==> src/rtl/keying_pkg.sv <==
// Constants, register map and pin layout of the carrier keying logic.
// Notes on behaviour
// - Normal start sense: applied voltage starts carrier.
// - Inverted start sense: removed voltage starts carrier.
// - Any carrier start keys high level.
// - Stop active per stop sense jumper.
// - Low test active per its sense jumper.
// - Low test button starts low-level test.
// - High test button starts high-level test.
// - Checkback inputs key high or low level.
// - Voice request input keys voice level.
// - Any key follows low, voice or high.
// - Lamps show high, low and voice keying.
// - Stop priority jumper: stop blocks high key.
// - Stop always blocks the voice key.
// - High or low key blocks voice.
// - Tri-state high: start, no stop.
// - Tri-state low: stop, no start.
// - Tri-state open: neither start nor stop.
`default_nettype none
package keying_pkg;

  // ==========================================================================
  // Pin layout of the synchroniser bank
  localparam int unsigned NUM_PINS      = 10;
  localparam int unsigned PIN_START     = 0;
  localparam int unsigned PIN_STOP      = 1;
  localparam int unsigned PIN_LOW_TEST  = 2;
  localparam int unsigned PIN_HIGH_CB   = 3;
  localparam int unsigned PIN_LOW_CB    = 4;
  localparam int unsigned PIN_VOICE     = 5;
  localparam int unsigned PIN_HIGH_BTN  = 6;
  localparam int unsigned PIN_LOW_BTN   = 7;
  localparam int unsigned PIN_TERM_HIGH = 8;
  localparam int unsigned PIN_TERM_LOW  = 9;

  // ==========================================================================
  // Register map
  localparam int unsigned ADDR_W        = 12;
  localparam logic [11:0] CFG_OFFSET    = 12'h000;
  localparam logic [11:0] STATUS_OFFSET = 12'h004;

  // ==========================================================================
  // Jumper register fields
  localparam int unsigned CFG_W            = 5;
  localparam int unsigned CFG_START_INV    = 0;
  localparam int unsigned CFG_STOP_INV     = 1;
  localparam int unsigned CFG_LOW_INV      = 2;
  localparam int unsigned CFG_STOP_PRIO    = 3;
  localparam int unsigned CFG_TRISTATE     = 4;
  localparam logic [4:0]  CFG_RST          = 5'h00;

  // ==========================================================================
  // Status register fields
  localparam int unsigned STAT_PINS_POS    = 0;
  localparam int unsigned STAT_HIGH_KEY    = 16;
  localparam int unsigned STAT_LOW_KEY     = 17;
  localparam int unsigned STAT_VOICE_KEY   = 18;
  localparam int unsigned STAT_ANY_KEY     = 19;
  localparam int unsigned STAT_START       = 20;
  localparam int unsigned STAT_STOP        = 21;
  localparam int unsigned STAT_CFG_POS     = 24;

endpackage : keying_pkg
`default_nettype wire

==> src/rtl/pin_sync_if.sv <==
// Interface between the top module and its pin synchroniser bank.
`timescale 1ns/100ps
`default_nettype none
interface pin_sync_if;
  logic [keying_pkg::NUM_PINS-1:0] raw;
  logic [keying_pkg::NUM_PINS-1:0] sync;
  modport sync_mp (input raw, output sync);
  modport user_mp (output raw, input sync);
endinterface : pin_sync_if
`default_nettype wire

==> src/rtl/carrier_keying_logic.sv <==
// Carrier keying logic with APB jumper and status registers.
`timescale 1ns/100ps
`default_nettype none
module carrier_keying_logic (
  // Clock and reset
  input  wire logic        ref_clk_i,
  input  wire logic        rst_n_i,
  // APB slave
  input  wire logic [11:0] paddr_i,
  input  wire logic        psel_i,
  input  wire logic        penable_i,
  input  wire logic        pwrite_i,
  input  wire logic [31:0] pwdata_i,
  input  wire logic [3:0]  pstrb_i,
  output logic      [31:0] prdata_o,
  output logic             pready_o,
  output logic             pslverr_o,
  // Relay command lines
  input  wire logic        start_line_i,
  input  wire logic        stop_line_i,
  input  wire logic        low_level_test_line_i,
  input  wire logic        high_checkback_i,
  input  wire logic        low_checkback_i,
  input  wire logic        voice_request_i,
  input  wire logic        relay_terminal_line_high_i,
  input  wire logic        relay_terminal_line_low_i,
  // Front panel buttons
  input  wire logic        high_test_button_i,
  input  wire logic        low_test_button_i,
  // Transmitter keys
  output logic             high_level_key_o,
  output logic             voice_key_o,
  output logic             any_key_o,
  // Indicator lamps
  output logic             high_level_lamp_o,
  output logic             low_level_lamp_o,
  output logic             voice_lamp_o
);

  // ==========================================================================
  // Reset release
  logic rst_meta_r;
  logic rst_sync_n;

  always_ff @(posedge ref_clk_i or negedge rst_n_i) begin
    if (!rst_n_i) begin
      rst_meta_r <= 1'b0;
      rst_sync_n <= 1'b0;
    end else begin
      rst_meta_r <= 1'b1;
      rst_sync_n <= rst_meta_r;
    end
  end

  // ==========================================================================
  // Pin synchronisers
  // Relay contacts bounce and the buttons are mechanical; every line is
  // resampled on the local clock before any keying decision looks at it.
  pin_sync_if sif ();

  always_comb begin
    sif.raw                            = '0;
    sif.raw[keying_pkg::PIN_START]     = start_line_i;
    sif.raw[keying_pkg::PIN_STOP]      = stop_line_i;
    sif.raw[keying_pkg::PIN_LOW_TEST]  = low_level_test_line_i;
    sif.raw[keying_pkg::PIN_HIGH_CB]   = high_checkback_i;
    sif.raw[keying_pkg::PIN_LOW_CB]    = low_checkback_i;
    sif.raw[keying_pkg::PIN_VOICE]     = voice_request_i;
    sif.raw[keying_pkg::PIN_HIGH_BTN]  = high_test_button_i;
    sif.raw[keying_pkg::PIN_LOW_BTN]   = low_test_button_i;
    sif.raw[keying_pkg::PIN_TERM_HIGH] = relay_terminal_line_high_i;
    sif.raw[keying_pkg::PIN_TERM_LOW]  = relay_terminal_line_low_i;
  end

  pin_sync u_pin_sync (
    .ref_clk_i (ref_clk_i),
    .rst_n_i   (rst_sync_n),
    .sif       (sif.sync_mp)
  );

  logic start_s;
  logic stop_s;
  logic low_test_s;
  logic high_cb_s;
  logic low_cb_s;
  logic voice_s;
  logic high_btn_s;
  logic low_btn_s;
  logic term_high_s;
  logic term_low_s;

  assign start_s     = sif.sync[keying_pkg::PIN_START];
  assign stop_s      = sif.sync[keying_pkg::PIN_STOP];
  assign low_test_s  = sif.sync[keying_pkg::PIN_LOW_TEST];
  assign high_cb_s   = sif.sync[keying_pkg::PIN_HIGH_CB];
  assign low_cb_s    = sif.sync[keying_pkg::PIN_LOW_CB];
  assign voice_s     = sif.sync[keying_pkg::PIN_VOICE];
  assign high_btn_s  = sif.sync[keying_pkg::PIN_HIGH_BTN];
  assign low_btn_s   = sif.sync[keying_pkg::PIN_LOW_BTN];
  assign term_high_s = sif.sync[keying_pkg::PIN_TERM_HIGH];
  assign term_low_s  = sif.sync[keying_pkg::PIN_TERM_LOW];

  // ==========================================================================
  // Jumper register
  logic [keying_pkg::CFG_W-1:0] cfg_r;
  logic                         start_inv;
  logic                         stop_inv;
  logic                         low_inv;
  logic                         stop_prio;
  logic                         tristate;

  assign start_inv = cfg_r[keying_pkg::CFG_START_INV];
  assign stop_inv  = cfg_r[keying_pkg::CFG_STOP_INV];
  assign low_inv   = cfg_r[keying_pkg::CFG_LOW_INV];
  assign stop_prio = cfg_r[keying_pkg::CFG_STOP_PRIO];
  assign tristate  = cfg_r[keying_pkg::CFG_TRISTATE];

  // ==========================================================================
  // Keying decisions
  logic start_res;
  logic stop_res;
  logic low_req;
  logic high_req;
  logic high_key_nxt;
  logic low_key_nxt;
  logic voice_key_nxt;
  logic any_key_nxt;

  always_comb begin
    if (tristate) begin
      // An open line drives neither terminal level and so stays idle.
      start_res = term_high_s & ~term_low_s;
      stop_res  = term_low_s & ~term_high_s;
    end else begin
      start_res = start_s ^ start_inv;
      stop_res  = stop_s ^ stop_inv;
    end
  end

  assign low_req       = (low_test_s ^ low_inv) | low_btn_s | low_cb_s;
  assign high_req      = start_res | high_btn_s | high_cb_s;
  assign high_key_nxt  = high_req & ~(stop_prio & stop_res);
  assign low_key_nxt   = low_req;
  assign voice_key_nxt = voice_s & ~stop_res & ~high_key_nxt & ~low_key_nxt;
  assign any_key_nxt   = high_key_nxt | low_key_nxt | voice_key_nxt;

  // ==========================================================================
  // Key and lamp flip-flops
  logic high_key_r;
  logic low_key_r;
  logic voice_key_r;
  logic any_key_r;
  logic start_res_r;
  logic stop_res_r;

  always_ff @(posedge ref_clk_i or negedge rst_sync_n) begin
    if (!rst_sync_n) begin
      high_key_r  <= 1'b0;
      low_key_r   <= 1'b0;
      voice_key_r <= 1'b0;
      any_key_r   <= 1'b0;
      start_res_r <= 1'b0;
      stop_res_r  <= 1'b0;
    end else begin
      high_key_r  <= high_key_nxt;
      low_key_r   <= low_key_nxt;
      voice_key_r <= voice_key_nxt;
      any_key_r   <= any_key_nxt;
      start_res_r <= start_res;
      stop_res_r  <= stop_res;
    end
  end

  assign high_level_key_o  = high_key_r;
  assign voice_key_o       = voice_key_r;
  assign any_key_o         = any_key_r;
  assign high_level_lamp_o = high_key_r;
  assign low_level_lamp_o  = low_key_r;
  assign voice_lamp_o      = voice_key_r;

  // ==========================================================================
  // APB slave
  logic        setup_ph;
  logic        access_ph;
  logic        hit_cfg;
  logic        hit_stat;
  logic [31:0] stat_word;
  logic [31:0] prdata_r;

  assign setup_ph  = psel_i & ~penable_i;
  assign access_ph = psel_i & penable_i;
  assign hit_cfg   = (paddr_i == keying_pkg::CFG_OFFSET);
  assign hit_stat  = (paddr_i == keying_pkg::STATUS_OFFSET);
  assign pready_o  = 1'b1;
  assign pslverr_o = access_ph & ~hit_cfg & ~hit_stat;
  assign prdata_o  = prdata_r;

  always_comb begin
    stat_word                               = '0;
    stat_word[keying_pkg::STAT_PINS_POS +: keying_pkg::NUM_PINS] = sif.sync;
    stat_word[keying_pkg::STAT_HIGH_KEY]    = high_key_r;
    stat_word[keying_pkg::STAT_LOW_KEY]     = low_key_r;
    stat_word[keying_pkg::STAT_VOICE_KEY]   = voice_key_r;
    stat_word[keying_pkg::STAT_ANY_KEY]     = any_key_r;
    stat_word[keying_pkg::STAT_START]       = start_res_r;
    stat_word[keying_pkg::STAT_STOP]        = stop_res_r;
    stat_word[keying_pkg::STAT_CFG_POS +: keying_pkg::CFG_W] = cfg_r;
  end

  // Writes take effect only in the access phase; the lane of byte zero
  // carries every jumper bit, so the other strobes are ignored.
  always_ff @(posedge ref_clk_i or negedge rst_sync_n) begin
    if (!rst_sync_n) begin
      cfg_r <= keying_pkg::CFG_RST;
    end else if (access_ph && pwrite_i && hit_cfg && pstrb_i[0]) begin
      cfg_r <= pwdata_i[keying_pkg::CFG_W-1:0];
    end
  end

  // Read data is captured in the setup phase so it comes from a flip-flop
  // while pready stays high with no wait state.
  always_ff @(posedge ref_clk_i or negedge rst_sync_n) begin
    if (!rst_sync_n) begin
      prdata_r <= 32'h0000_0000;
    end else if (setup_ph && !pwrite_i) begin
      if (hit_cfg) begin
        prdata_r <= {{(32 - keying_pkg::CFG_W){1'b0}}, cfg_r};
      end else if (hit_stat) begin
        prdata_r <= stat_word;
      end else begin
        prdata_r <= 32'h0000_0000;
      end
    end
  end
endmodule : carrier_keying_logic
`default_nettype wire

==> src/rtl/pin_sync.sv <==
// Two-flip-flop synchroniser bank for the relay lines and buttons.
`timescale 1ns/100ps
`default_nettype none
module pin_sync (
  // Clock and reset
  input  wire logic   ref_clk_i,
  input  wire logic   rst_n_i,
  // Pins in, synchronised copies out
  pin_sync_if.sync_mp sif
);

  // ==========================================================================
  // One stage pair per pin
  for (genvar i = 0; i < keying_pkg::NUM_PINS; i++) begin : g_bit
    logic meta_r;
    logic hold_r;
    always_ff @(posedge ref_clk_i or negedge rst_n_i) begin
      if (!rst_n_i) begin
        meta_r <= 1'b0;
        hold_r <= 1'b0;
      end else begin
        meta_r <= sif.raw[i];
        hold_r <= meta_r;
      end
    end
    assign sif.sync[i] = hold_r;
  end

endmodule : pin_sync
`default_nettype wire

==> config.mk <==
export PLATFORM = sky130hd
export DESIGN_NAME = carrier_keying_logic
export DESIGN_NICKNAME = d
export VERILOG_FILES = /design/src/rtl/keying_pkg.sv /design/src/rtl/pin_sync_if.sv /design/src/rtl/carrier_keying_logic.sv /design/src/rtl/pin_sync.sv
export SDC_FILE = /design/constraint.sdc
export NUM_CORES = 1
export LEC_CHECK = 0
export BUFFER_PORTS_ARGS = -buffer_cell sky130_fd_sc_hd__buf_2
export CAP_MARGIN = 40
export CORE_UTILIZATION = 48
export CTS_CLUSTER_SIZE = 40
export DETAILED_ROUTE_END_ITERATION = 12
export GPL_TIMING_DRIVEN = 0
export PLACE_DENSITY = 0.84
export SYNTH_ARGS = -nofsm -noshare
export SYNTH_HDL_FRONTEND = slang
export SYNTH_HIERARCHICAL = 1
export SYNTH_SLANG_ARGS = --single-unit
export TNS_END_PERCENT = 1
==> constraint.sdc <==
create_clock -name ref_clk_i -period 2.7 [get_ports ref_clk_i]
set_clock_uncertainty 0.2 [all_clocks]
set_input_delay 0 -clock ref_clk_i [delete_from_list [all_inputs] [get_ports ref_clk_i]]
set_output_delay 0 -clock ref_clk_i [all_outputs]
set_load 0.005 [all_outputs]
==> reports/qor.yml, run 1 <==
synthAdderAreaFrac_pct: 0
syn_to_final_growth_pct: 41.6
start_util_pct: 50.7
cp_cell_sequence: "dlygate4sd3_1, buf_2, or4_4, nor3_4, nor3b_4, mux2_2, dlygate4sd3_1"
multiInputGateArea_sq_um: 543
vias_per_cell: 4.76
maxCapViolCount: 0
cp_common_cell: "dlygate4sd3_1"
crit_slowest_cell: "dlygate4sd3_1"
wl_um: 4150
register_area_sq_um: 1350
die_area_sq_um: 4520
tightest_slew_ns: 0.629
via_count: 1477
ys.warnings.count: 6
drt_iter0_drc: 82
cts_tree: "done"
mostFrequentLayoutCell: "buf_2"
power_density_nw_per_um2: 488
grt_pass1_wl_um: 6620
setup_tns_ns: 0
finalCriticalPeriod_ns: 2.63
final_cells: 310
n_antenna_cell: 0
cts_max_level: 2
yosysTopAreaCell: "dfrtp_1"
nets: 322
worst-path-stages: 7
r2r_end: "any_key_o"
antenna_found_initial: 0
rrSetupSlack_ns: 0.84
cp-startpoint: "paddr_i[3]"
coreArea_sq_um: 4030
placed_cells: 270
port_buffers: 60
fp.dieW_um: 67.2
critical_path_required_ns: 2.69
fin_util_pct: 71.8
synth-seq-cells: 54
crit_buf_inv: 3
path_clk_slew_ns: 0.09
leakage_uw: 0.00152
crit_path_end: "cfg_r[2]"
clock_tree.root_cell: "clkbuf_8"
synth_area_sq_um: 2040
fp-row-count: 23
routedWlPerCell_um: 13.4
grt_overflow_total: 0
synth_top_area_share_pct: 66.2
dr.pass1.iters: 4
track_usage_pct: 20.1
regToRegStartpoint: "u_pin_sync/g_bit[1].hold_r"
setup_viol: 0
drc_errors: 0
netlist_instances: 148
synth_cell_types: 27
grt_max_degree: 39
slew_violations: 0
io_pins: 103
cp.arrival_ns: 2.62
ant_nets: 0
critPathMaxFanout: 5
critPathMaxStageDelay_ns: 0.56
violations: "hold timing"
postCtsSetupBuffers: 0
clk_path_buf_depth: 2
muxShareOfSynthArea_pct: 2.76
synth_compound_area_share_pct: 9.93
whs_ns: -0.0142
syn_area_per_cell_sq_um: 13.8
ff2ff_path_depth: 5
finalCritPeriodShare_pct: 97.5
cpLargestDelayFamily: "buffers and inverters"
synth.area.top_cells: "dfrtp_1 66%, buf_4 8.8%, a22o_1 6.9%, mux2_2 2.8%, nand2_1 2.0%"
worstHoldPathType: "in -> reg"
critPathLaunchType: "input port"
fmax_mhz: 380
critPathKind: "in -> reg"
power_uw: 1410
grt_pass1_vias: 1489
rsz0062_at_grt: "no"
drive_gt1_share_pct: 41.2
clk_latency_ns: 0.30
final_cell_mix: "62 x buf_2, 53 x dfrtp_1, 32 x dlygate4sd3_1"
vdd_drop_max_uv: 425
synth-simple-area-share_pct: 9.62
relSlewSlack_pct: 57.9
synth_top_family_by_area: "compound AO/OA/AOI/OAI gates"
hold_viol_final: 2
n_fill_cell: 276
end_kind: "flip-flop"
status: "complete, but fails checks"
ys_seq_area_share_pct: 66.2
cts_buffers: 5
dieHeight_um: 67.2
clock_sinks: 54
synth_xor_area_share_pct: 1.29
dp_hpwl_um: 2710
routabilityCongestion: 0.741
registers in the layout, summed over array words and instances, names as in the netlist:
name / flops
rst_sync_n: 1
u_pin_sync/g_bit.meta_r: 10
high_level_key_o: 1
voice_key_o: 1
u_pin_sync/g_bit.hold_r: 10
low_level_lamp_o: 1
any_key_o: 1
rst_meta_r: 1
prdata_o: 21
start_res_r: 1
stop_res_r: 1
cfg_r: 5
cell families (layout without fill, tap and decap cells):
logic type,Yosys count,after routing
AOI/OAI and AO/OA,25,25
xor gates and xnor gates,3,3
muxes,5,5
other,2,13
and+or+nand+nor,30,30
buffers and inverters,29,130
DFF,54,54
through the flow:
stage                     area (sq um)  setup WS (ns)
after floorplan                   2080          0.885
after global placement            2450          0.468
after detailed placement          2470          0.736
after CTS                         2880         0.0831
after global routing              2890        0.00872
final                             2890         0.0672
report_power, final:
| group | leakage (uW) | switching (uW) | total (uW) | internal, uW |
|---|---|---|---|---|
| combinational | 0.000788 | 52.3 | 124 | 71.7 |
| clock | 0.0000482 | 245 | 452 | 207 |
| sequential | 0.000684 | 5.89 | 833 | 827 |
synthesized netlist by cell type (all sizes together):
cell and number:
xor2 1, nor3b 1, nor2 3, or4 3
a22oi 5, nand2 11, dfrtp 54, a22o 16
o211ai 1, a21boi 1, nand4 1, nor3 1
inv 1, o21ai 2, nor4 3, nand3b 2
nand4bb 1, buf 26, mux2 5, clkbuf 2
or3 3, xnor2 2, or3b 1, conb 2
how the worst min path moves through the flow:
stage          cells past startpoint  startpoint  slack, ns           to
6_report                           5   penable_i      -0.01  prdata_o[2]
5_1_grt                            5   penable_i       0.03  prdata_o[2]
4_1_cts                            5   penable_i      0.002  prdata_o[2]
3_5_place_dp                       1     rst_n_i      -0.41   rst_meta_r
3_3_place_gp                       1     rst_n_i      -0.41   rst_meta_r
2_1_floorplan                      0     rst_n_i      -0.50   rst_meta_r
worst reg2reg max path, cell delays in order (launching register included):
cell      delay, ns
dfrtp_1        0.37
buf_4          0.14
xnor2_1        0.11
o21ai_0        0.37
a21boi_0       0.19
or3_1          0.37
per-layer routing:
| metal | vias up | routed length, um | global-route usage, % |
|---|---|---|---|
| met2 | 58 | 2060 | 35.0 |
| met1 | 707 | 1750 | 23.3 |
| li1 | 703 | - | - |
| met5 | - | 0 | 0 |
| met4 | 0 | 60 | 6.38 |
| met3 | 9 | 281 | 6.76 |
timing repair:
item                       in CTS  in global routing
hold endpoints to repair       37                  0
resized for setup               0                  2
hold buffers                   32                  0
setup endpoints to repair       0                  4
cell type report:
type                    count  area share, %
plain buffers              28           6.84
multi-input cells          76           18.8
flip-flops and latches     54           46.8
repair buffers             93           22.2
inverters                   1          0.130
clock buffers               7           2.99
well taps                  50           2.16
clock inverters             1          0.173
(Power assumes the default switching activity.)
==> run 2, diff against run 1 <==
CORE_UTILIZATION = 47   (was 48)
GPL_TIMING_DRIVEN = not set   (was 0)
PLACE_DENSITY = 0.83   (was 0.84)
SYNTH_HIERARCHICAL = not set   (was 1)
==> run 2 against run 1 <==
  * The flow now finishes without violations
  * Clock-buffer cell count fell by 1
  * Setup slack improved by 0.078 ns
  * Total power fell by 2.7%
  * Largest power group unchanged
==> reports/qor.yml, run 2 <==
ant_nets: 0  # unchanged
yosysTopAreaCell: "dfrtp_1"
die_area_sq_um: 4450  # -1.6%
fp.dieW_um: 66.7  # -0.80%
finalCritPeriodShare_pct: 94.6  # -2.9 points
syn_area_per_cell_sq_um: 14.3  # +3.3%
fmax_mhz: 391  # +3.0%
leakage_uw: 0.00136  # -11%
finalCriticalPeriod_ns: 2.56  # -0.0776 ns
met1_usage_pct: 23.7  # +0.38 points
synth.area.top_cells: "dfrtp_1 69%, a22o_1 7.1%, buf_4 5.3%, mux2_2 2.9%, nand2_1 2.1%"
clock_tree.root_cell: "clkbuf_8"
grt_util_met3_pct: 5.14  # -1.6 points
final_cell_mix: "60 x buf_2, 53 x dfrtp_1, 24 x dlygate4sd3_1"
wl_um: 3910  # -5.8%
cts_tree: "done"
grt_max_degree: 29  # -26%
synth.top_cells.by_count: "54 x dfrtp_1, 16 x a22o_1, 14 x buf_4"
multiInputGateArea_sq_um: 539  # -0.69%
fp-row-count: 23  # unchanged
critPathMaxFanout: 5  # unchanged
critPathMaxStageDelay_ns: 0.58  # +0.02 ns
setup_viol: 0  # unchanged
synth-seq-cells: 54  # unchanged
synth_top_area_share_pct: 68.7  # +2.5 points
slew_violations: 0  # unchanged
port_buffers: 60  # unchanged
ff2ff_path_depth: 4  # -1
routabilityCongestion: 0.737  # -0.49%
nets: 288  # -11%
critPathLaunchType: "input port"
synth-edff-count: 0  # unchanged
vdd_drop_max_uv: 470  # +11%
clk_path_buf_depth: 2  # unchanged
dieHeight_um: 66.7  # -0.80%
ys.warnings.count: 0  # -6
grt_pass1_wl_um: 6470  # -2.4%
dp_hpwl_um: 2530  # -6.8%
pre_cts_ws_ns: 0.720  # -0.0162 ns
routedWlPerCell_um: 14.2  # +5.8%
synth_area_sq_um: 1970  # -3.7%
rsz0062_at_grt: "no"
synthFlopType: "dfrtp_1"
grt-busiest-layer: "met2"
critical_path_required_ns: 2.68  # about the same
power_uw: 1370  # -2.7%
io_pins: 103  # unchanged
use_met2_pct: 34.6  # -0.40 points
via_count: 1357  # -8.1%
cp.arrival_ns: 2.54  # -0.08 ns
vias_per_cell: 4.92  # +3.2%
cp-startpoint: "paddr_i[7]"
tightest_slew_ns: 0.562  # -0.0676 ns
clk_latency_ns: 0.30  # about the same
n_fill_cell: 302  # +9.4%
drive_gt1_share_pct: 36.7  # -4.4 points
cp_cell_sequence: "dlygate4sd3_1, buf_2, or3_1, nor3_2, nor3b_4, mux2_2, dlygate4sd3_1"
cts_buffers: 5  # unchanged
n_antenna_cell: 0  # unchanged
drc_errors: 0  # unchanged
post_cts_resized: 0  # unchanged
ys_seq_area_share_pct: 68.7  # +2.5 points
power_density_nw_per_um2: 524  # +7.5%
netlist_instances: 138  # -6.8%
async_reset_ff_share_pct: 100  # unchanged
track_usage_pct: 20.0  # -0.15 points
grt_pass1_vias: 1431  # -3.9%
setup_tns_ns: 0  # unchanged
yosysMostFrequentCell: "dfrtp_1"
end_kind: "flip-flop"
maxCapViolCount: 0  # unchanged
coreArea_sq_um: 4000  # -0.71%
synth_cell_types: 27  # unchanged
hold_viol_final: 0  # -2
largest_register_ffs: 21  # unchanged
antenna_found_initial: 0  # unchanged
grt_overflow_total: 0  # unchanged
mostFrequentLayoutCell: "buf_2"
crit_path_end: "cfg_r[0]"
r2r_end: "any_key_o"
start_util_pct: 49.2  # -1.5 points
drt_iter0_drc: 108  # +32%
regToRegStartpoint: "cfg_r[1]"
worstHoldPathType: "in -> reg"
cp_common_cell: "dlygate4sd3_1"
dr.pass1.iters: 4  # unchanged
rrSetupSlack_ns: 0.82  # -0.02 ns
setup_slack_ns: 0.145  # +0.0776 ns
status: "finished, final reports clean"
clock_sinks: 54  # unchanged
syn_to_final_growth_pct: 33.0
path_clk_slew_ns: 0.09  # about the same
register_area_sq_um: 1350  # unchanged
cts_max_level: 2  # unchanged
critPathKind: "in -> reg"
relSlewSlack_pct: 62.5  # +4.6 points
crit_slowest_cell: "dlygate4sd3_1"
==> run 2: cell types whose count changed in the layout (fill, tap and decap cells not counted), sizes merged <==
cell	change
buf	-24
dlygate4sd3	-8
clkbuf	-3
clkinvlp	+1
==> run 2: cell families after synthesis <==
logic type	synth area share, %
compound gates	10.3
xor+xnor	1.34
buf+inv	6.42
flops	68.7
mux	2.86
other cells	0.382
simple gates	9.99
==> run 2: cell type report <==
class                           instances  area share [%]
Sequential cell                        54            51.7
Timing Repair Buffer                   87            21.5
Multi-Input combinational cell         76            20.6
Clock buffer                            6            3.16
Tap cell                               50            2.39
Clock inverter                          2           0.478
Inverter                                1           0.143
==> run 2: worst min-delay path by stage <==
stage / slack, ns / from / cells past startpoint / to
2_1_floorplan: -0.50 / rst_n_i / 0 / rst_meta_r
3_3_place_gp: -0.41 / rst_n_i / 1 / rst_meta_r
3_5_place_dp: -0.41 / rst_n_i / 1 / rst_meta_r
4_1_cts: 0.03 / paddr_i[10] / 6 / prdata_o[3]
5_1_grt: 0.07 / paddr_i[0] / 6 / prdata_o[2]
6_report: 0.05 / paddr_i[0] / 6 / prdata_o[3]
==> run 2: timing repair <==
item	in CTS	in global routing
hold endpoints to repair	22	0
hold buffers	24	0
buffers inserted	0	0
==> run 2: power by group <==
group,internal [uW],switching [uW],leakage (uW),total [uW]
clock,206,242,0.0000472,449
combinational,43.2,37.2,0.000628,80.4
sequential,828,15.3,0.000684,843
total,1080,295,0.00136,1370
==> run 2: metrics by stage <==
step           cell area, sq um  utilization (%)  hold slack, ns  std cells
3_5_place_dp               2280             57.0          -0.413        244
6_report                   2620             65.4          0.0538        276
5_1_grt                    2620             65.4          0.0692        276
3_3_place_gp               2280             57.0          -0.415        244
2_1_floorplan              2010                -          -0.496        149
4_1_cts                    2620             65.4          0.0288        276
==> run 2: worst max-delay path, delay by kind of cell <==
kind          cells  cell delay (ns)
buf+inv           3             1.24
mux               1             0.39
simple gates      3             0.91
==> run 2: per-layer routing <==
| layer | vias up | share of wire, % |
|---|---|---|
| li1 | 630 | - |
| met1 | 660 | 42 |
| met2 | 60 | 51 |
| met3 | 7 | 5.6 |
| met4 | 0 | 1.5 |
| met5 | - | 0 |
